===== src/design/sec_err_log_pkg.sv =====
/*
 secondary error header log: register offsets, field positions, reset values.
 assumes a 32-bit apb register bus with byte addresses.
*/
package sec_err_log_pkg;
   localparam logic [11:0] cap_ctrl_off      = 12'h138;
   localparam logic [11:0] hdr_attr_low_off  = 12'h13c;
   localparam logic [11:0] hdr_cmd_attr_off  = 12'h140;
   localparam logic [11:0] hdr_addr_low_off  = 12'h144;
   localparam logic [11:0] hdr_addr_high_off = 12'h148;
   localparam logic [11:0] err_status_off    = 12'h150;
   localparam logic [11:0] err_mask_off      = 12'h154;
   localparam logic [11:0] log_clear_off     = 12'h158;
   localparam int          ptr_w             = 5;
   localparam int          attr_hi_lsb       = 0;
   localparam int          cmd_low_lsb       = 4;
   localparam int          cmd_up_lsb        = 8;
   localparam logic [31:0] log_reset_val     = 32'h0000_0000;
   localparam logic [1:0]  irq_mask_reset    = 2'h0;
endpackage


===== src/design/secondary_error_header_log.sv =====
/*
 sticky first-error pointer and header log registers for the secondary bus,
 read over apb. assumes the capture inputs come from logic on clock, already
 sampled; sticky_rst is the power-on reset, rst the ordinary reset.
*/
// Function
// (RL1) a five-bit read-only first-error pointer sits in bits 4:0 of the capability register, zero at reset.
// (RL2) the low 32 bits of the 36-bit attribute value are captured into the first header log.
// (RL3) attribute bits 35:32 sit in bits 3:0 of the second header log.
// (RL4) the second-address-phase command of a dual-cycle transaction sits in bits 11:8 of the second log.
// (RL5) the first-address-phase command sits in bits 7:4 of the second log.
// (RL6) the first-address-phase address fills the third header log.
// (RL7) the logged address is one 64-bit value, low half from phase one, high half from phase two.
// (RL8) all header logs reset to zero, are sticky and cannot be written by software.
// (RL9) a single-address-cycle transaction logs zero as the upper address.
// (RL10) the logs change only on the first error and hold until software clears the status.
module secondary_error_header_log
   import sec_err_log_pkg::*;
(
   input  wire logic              clock,
   input  wire logic              rst,
   input  wire logic              sticky_rst,
   input  wire logic              err_valid,
   input  wire logic [ptr_w-1:0]  err_ptr,
   input  wire logic [35:0]       txn_attribute,
   input  wire logic [3:0]        cmd_phase1,
   input  wire logic [3:0]        cmd_phase2,
   input  wire logic [31:0]       addr_phase1,
   input  wire logic [31:0]       addr_phase2,
   input  wire logic              dual_cycle,
   input  wire logic              status_clear,
   output logic                   log_held,
   output logic                   irq,
   input  wire logic              psel,
   input  wire logic              penable,
   input  wire logic              pwrite,
   input  wire logic [11:0]       paddr,
   input  wire logic [31:0]       pwdata,
   output logic [31:0]            prdata,
   output logic                   pready,
   output logic                   pslverr
);
   logic [ptr_w-1:0] first_error_pointer_q;
   logic [35:0]      txn_attribute_log_q;
   logic [3:0]       upper_command_log_q;
   logic [3:0]       lower_command_log_q;
   logic [63:0]      addr_log_q;
   logic             held_q;
   logic [1:0]       status_q;
   logic [1:0]       mask_q;
   logic [31:0]      rdata_q;

   wire acc      = psel & penable;
   wire wr_acc   = acc & pwrite;
   wire rd_acc   = acc & ~pwrite;
   // read word latched in setup so it already stands at the access edge
   wire rd_setup = psel & ~penable & ~pwrite;
   wire sel_cap  = paddr == cap_ctrl_off;
   wire sel_hl1  = paddr == hdr_attr_low_off;
   wire sel_hl2  = paddr == hdr_cmd_attr_off;
   wire sel_hl3  = paddr == hdr_addr_low_off;
   wire sel_hl4  = paddr == hdr_addr_high_off;
   wire sel_sts  = paddr == err_status_off;
   wire sel_msk  = paddr == err_mask_off;
   wire sel_clr  = paddr == log_clear_off;
   wire mapped   = sel_cap | sel_hl1 | sel_hl2 | sel_hl3 | sel_hl4 | sel_sts | sel_msk | sel_clr;
   // software clears the held log by status clear port or by writing 1 to bit 0
   wire sw_clr   = status_clear | (wr_acc & sel_clr & pwdata[0]);
   wire capture  = err_valid & ~held_q; // [RL10]
   wire sts_rd   = rd_acc & sel_sts;
   // event 0: a log captured, event 1: an error dropped while the log was held
   wire [1:0] evt = {err_valid & held_q, capture};
   wire [63:0] addr_full = {dual_cycle ? addr_phase2 : 32'h0000_0000, addr_phase1}; // [RL7] [RL9]

   wire [31:0] cap_word = {{(32-ptr_w){1'b0}}, first_error_pointer_q}; // [RL1]
   wire [31:0] hl2_word = {20'h00000, upper_command_log_q, lower_command_log_q,
                           txn_attribute_log_q[35:32]}; // [RL3] [RL4] [RL5]
   wire [31:0] rd_mux   = sel_cap ? cap_word :
                          sel_hl1 ? txn_attribute_log_q[31:0] :
                          sel_hl2 ? hl2_word :
                          sel_hl3 ? addr_log_q[31:0] :
                          sel_hl4 ? addr_log_q[63:32] :
                          sel_sts ? {30'h0, status_q} :
                          sel_msk ? {30'h0, mask_q} : 32'h0000_0000;

   // sticky logs live on the power-on reset so an ordinary reset keeps them
   always_ff @(posedge clock or posedge sticky_rst) begin
      if (sticky_rst) begin
         first_error_pointer_q <= '0;                        // [RL1] [RL8]
         txn_attribute_log_q   <= {4'h0, log_reset_val};
         upper_command_log_q   <= 4'h0;
         lower_command_log_q   <= 4'h0;
         addr_log_q            <= {log_reset_val, log_reset_val};
      end else if (capture) begin
         first_error_pointer_q <= err_ptr;                   // [RL1]
         txn_attribute_log_q   <= txn_attribute;             // [RL2] [RL3]
         upper_command_log_q   <= dual_cycle ? cmd_phase2 : 4'h0; // [RL4]
         lower_command_log_q   <= cmd_phase1;                // [RL5]
         addr_log_q            <= addr_full;                 // [RL6] [RL7]
      end
   end

   // an error in the cycle that clears a held log is dropped: set wins over clear only when not held
   always_ff @(posedge clock or posedge sticky_rst) begin
      if (sticky_rst)
         held_q <= 1'b0;
      else if (capture)
         held_q <= 1'b1;                                     // [RL10]
      else if (sw_clr)
         held_q <= 1'b0;
   end

   always_ff @(posedge clock or posedge rst) begin
      if (rst) begin
         status_q <= 2'h0;
         mask_q   <= irq_mask_reset;
         rdata_q  <= 32'h0000_0000;
      end else begin
         // only bits already shown to software clear, so a late event survives
         status_q <= evt | (status_q & ~(sts_rd ? rdata_q[1:0] : 2'h0));
         if (wr_acc & sel_msk)
            mask_q <= pwdata[1:0];
         if (rd_setup)
            rdata_q <= rd_mux;
      end
   end

   assign prdata   = rdata_q;
   assign pready   = 1'b1;
   assign pslverr  = acc & ~mapped;
   assign log_held = held_q;
   assign irq      = |(status_q & mask_q);
endmodule


===== config.mk =====
export PLATFORM = sky130hd
export DESIGN_NAME = secondary_error_header_log
export DESIGN_NICKNAME = d
export VERILOG_FILES = /design/src/design/sec_err_log_pkg.sv /design/src/design/secondary_error_header_log.sv
export SDC_FILE = /design/constraint.sdc
export NUM_CORES = 1
export LEC_CHECK = 0
export BUFFER_PORTS_ARGS = -buffer_cell sky130_fd_sc_hd__buf_2
export CELL_PAD_IN_SITES_DETAIL_PLACEMENT = 0
export CELL_PAD_IN_SITES_GLOBAL_PLACEMENT = 2
export CORE_MARGIN = 2
export CORE_UTILIZATION = 30
export CTS_CLUSTER_SIZE = 40
export DETAILED_ROUTE_END_ITERATION = 10
export PLACE_DENSITY_LB_ADDON = 0.1
export RECOVER_POWER = 25
export SLEW_MARGIN = 0
export SYNTH_ARGS = -nofsm -noshare
export SYNTH_HDL_FRONTEND = slang
export SYNTH_SLANG_ARGS = --single-unit

===== constraint.sdc =====
create_clock -name clock -period 4.3 [get_ports clock]
set_input_delay 0.43 -clock clock [delete_from_list [all_inputs] [get_ports clock]]
set_output_delay 0.43 -clock clock [all_outputs]
set_load 0.01 [all_outputs]

Word level (Yosys, flattened, before mapping)
Cells that the tools add are included.

word-level totals
  flip-flop bits (word level) = 150
  bits in latches = 0
  memory bits (writable) = 0
  memory bits (read-only) = 0
  input port bits = 166
  output and inout port bits = 36
  logic and storage cells = 59
  memories = 0

operators by class
  $add $sub $neg = 0
  multiply operators = 0
  divide/modulo/power cells = 0
  order comparisons = 0
  equal/unequal tests = 8
  shifts and indexed selects = 0
  mux-type cells = 12
  bitwise operators = 28
  reductions and logical operators = 2

operator list
  kind                                                  number
  two-way mux 32 bit                                    6
  equality test 12 x 9 -> 1 bit, second input constant  8
  AND 1 bit                                             12
  bitwise OR 1 bit                                      8
  two-way mux 2 bit                                     3
  AND 2 bit                                             2
  two-way mux 4 bit                                     1
  inverter 1 bit                                        4
  two-way mux 1 bit                                     2
  inverter 2 bit                                        1
  bitwise OR 2 bit                                      1
  nonzero test 2 bit                                    1
  OR reduction 2 bit                                    1

Logic depth before layout (Yosys ltp)
  depth in word-level cells = 10
  mapped depth = 6
  depth with buffers taken out = 4

Least setup slack after synthesis
No wires, ideal clock.

  path kind = input port to output port
  start = input port paddr[3]
  end = output port pslverr
  arrival = 1.355 ns
  data required time = 3.870 ns
  setup slack = 2.515 ns
  stages on the path = 5
  path buffers = 2
  path through = clkbuf_1 clkbuf_1 nand2_1 o21ai_0 a21oi_1

on the way
  longest elaborated chain between the ends = 10

ends and longest elaborated chain
  element                                           line                                                                text
  start, declared                                   secondary_error_header_log.sv:37                                    input wire logic [11:0] paddr,
  equality test 12 x 9 -> 1 bit (on tied branches)  secondary_error_header_log.sv:58, secondary_error_header_log.sv:59
  bitwise OR 1 bit (6 in a row)                     secondary_error_header_log.sv:66                                    wire mapped = sel_cap | sel_hl1 | sel_hl2 | sel_hl3 | sel_hl4 | sel_sts | sel_msk | sel_clr;
  bitwise OR 1 bit (*)                              secondary_error_header_log.sv:66
  inverter 1 bit (*)                                secondary_error_header_log.sv:130                                   assign pslverr = acc & ~mapped;
  AND 1 bit (*)                                     secondary_error_header_log.sv:130
  end, declared                                     secondary_error_header_log.sv:41                                    output logic pslverr

Mark *: on every way between the ends. The rest lies on a longest branch, timed or not.

==> out/results.tsv <==
stage	metric	value	unit
place	routability cong.	0.758	
grt	global-route wire length before repair	32600	um
cts	clk_lat worst skew	0.43	ns
setup_path	Max FO, Critical Path	69	
grt	vias in the first global route	5898	
place	Post-DP Area	7860	um^2
timing	worst relative slew slack	-110	%
cts	CTS root buf	clkbuf_16	
synth	Yosys cell types	50	
floorplanning	num ports	202	
detailed_routing	mean routed wirelength per cell	17.5	um
timing	final worst-path cycle share	55.5	%
cts	PostCTS Resize Cnt	0	
cts	Longest Clk Path Bufs	2	
synth	Yosys reg bits	150	
cells_and_area	Ant. Diodes	0	
power	Pwr per Cell Area	448	nW/um^2
cells_and_area	final instance area	8480	um^2
setup_path	CP Class	input port to async pin	
floorplanning	FP Rows	54	
cts	setup repair bufs after CTS	0	
detailed_routing	drt first pass iters	4	
cells_and_area	area delta synth->final	25.4	%
cts	Reg clk slew, reported paths	0.07	ns
grt	largest net degree at the start of global routing	73	
grt	Total Routing Usage GR	17.7	%
cells_and_area	nets@finish	1054	
detailed_routing	DRC violations left	0	
synth	post-synthesis sequential area ratio	55.5	%
detailed_routing	Via density	4.80	
synth	ys async rst share	100	%
outcome	status	finished with violations	
cts	CTS Hold Bufs	0	
detailed_routing	Vias	5670	
timing	Worst Tran Pin Value	3.14	ns
timing	Final Hold Fails	0	
setup_path	startpoint types	input port	
cells_and_area	Layout Cells excl Fill	1181	
place	PortBufs	170	
synth	Area contributors post-synth	dfrtp_1 55%, nand2_1 18%, a22o_1 3.6%	
synth	Post-synth EDFFs	0	
cells_and_area	share of layout cells above drive strength 1	25.2	%
synth	Yosys top cell by area	dfrtp_1	
power	Pleak	4.49	nW
setup_path	CP Capture Type	async pin	
setup_path	WP data arrival	2.95	ns
outcome	violated checks	max-capacitance violations, max-slew violations	
timing	fin crit period	2.39	ns
timing	Final Setup Violations	0	
floorplanning	Initial Util	30.8	%
timing	TNS Setup	0	ns
synth	syn nets	907	
detailed_routing	DRT antenna net count	0	
detailed_routing	DRT iter0 DRCs	342	
synth	Top FF cell, synth	dfrtp_1	
timing	fmax	0.419	GHz
place	Post-DP HPWL	13800	um
timing	PnR worst setup slack	1.91	ns
synth	Ys Warns	0	
hold_path	worst hold path class	input port to flip-flop	
floorplanning	core area	22000	um^2
timing	fin. max-slew vios	107	
synth	Synth top area share	55.5	%
setup_path	CP required	4.86	ns
cts	CTS tree	yes	
timing	clock skew	0.0125	ns
synth	gate count after technology mapping	741	
place	dpl cells	1149	
grt	gr ovfl total	0	
power	VDD IR-drop max	0.201	mV
flow_run	total of max-cap violations	2	
floorplanning	die area	23800	um^2
synth	Avg Inst Size Synth	9.13	um^2
cts	clock buffer count from CTS	17	
cts	# clock sinks	150	
place	pre-CTS WS	1.71	ns
cts	# H-tree levels	4	
floorplanning	DIE HEIGHT	154	um
synth	synthesized area	6760	um^2
grt	initial antenna violation count	0	
detailed_routing	final WL	20700	um
floorplanning	Die W	154	um
timing	unrepaired setup endpoints after global routing	false	
-- per-stage QoR --
stage                     total power, mW  hold WS (ns)  util (%)
after detailed placement             2.26         0.458      35.8
after CTS                            3.86         0.176      38.6
after global placement               2.24         0.452      35.8
after floorplan                      2.05         0.432         -
after global routing                 4.02         0.188      38.6
final                                3.80         0.190      38.6
-- routing by layer --
layer  global-route usage (%)  share of wire, %
met4                     4.90              0.80
met5                        0                 0
met2                     28.1                47
met1                     24.8                48
met3                     3.33               4.5
-- critical path, cell delays in order --
cell and delay (ns):
buf_2 0.10, clkinvlp_2 1.73, buf_4 0.61
-- cells in the mapped netlist, drive strengths merged (4+ instances only) --
| master | instances |
|---|---|
| a22oi | 6 |
| dfrtp | 150 |
| buf | 16 |
| nor4bb | 4 |
| and2 | 29 |
| o31ai | 9 |
| o21ai | 4 |
| nor2 | 7 |
| clkbuf | 38 |
| nand3 | 40 |
| and3b | 4 |
| a221o | 20 |
| a22o | 28 |
| a21oi | 4 |
| o22ai | 9 |
| inv | 5 |
| nand2 | 321 |
-- registers in the layout, summed over array words and instances, names as in the netlist --
name and cells:
prdata 32, addr_log_q 64, first_error_pointer_q 5, upper_command_log_q 4, mask_q 2, status_q 2
txn_attribute_log_q 36, log_held 1, lower_command_log_q 4
-- logic make-up (layout without fill, tap and decap cells) --
kind of cell | after synthesis | count (layout) | share of synthesized area (%)
simple gates | 425 | 425 | 27.4
flops | 150 | 150 | 55.5
compound gates | 101 | 101 | 12.5
buf+inv | 59 | 219 | 3.72
mux | 5 | 5 | 0.777
other cells | 1 | 1 | 0.0554
-- cells in the final DEF (no fill, tap or decap), drive strengths merged, types with 4 or more instances in the layout --
cell type  synthesis  final
a221o             20     20
nor4bb             4      4
nand3             40     40
a22oi              6      6
inv                5      9
and3b              4      4
a21oi              4      4
dfrtp            150    150
o21ai              4      4
a22o              28     28
nand2            321    321
clkbuf            38     20
nor2               7      7
o22ai              9      9
buf               16    182
clkinvlp           0      5
and2              29     29
o31ai              9      9
-- power by group --
part | switching (mW) | internal (mW)
registers | 0.113 | 1.62
clock network | 0.625 | 0.956
logic | 0.301 | 0.190
-- layout make-up --
type                       instances  area, um^2
timing repair buffer             182         941
clock inverter                    12         166
clock buffer                      20         457
sequential                       150        3750
fill                            2290       13500
tap                              280         350
multi-input combinational        532        2800
inverter                           5        20.0
-- worst paths after layout --
check	from	to	slack, ns	cells past startpoint
min in group asynchronous	rst	prdata[22]	0.50	2
worst max-delay path	sticky_rst	addr_log_q[23]	1.91	3
worst max register to register	log_held	addr_log_q[8]	2.34	4
max in group clock	paddr[4]	pslverr	2.01	6
worst min register to register	addr_log_q[32]	addr_log_q[32]	0.47	2
worst min-delay path	txn_attribute[8]	txn_attribute_log_q[8]	0.19	3
(Power assumes the default switching activity.)
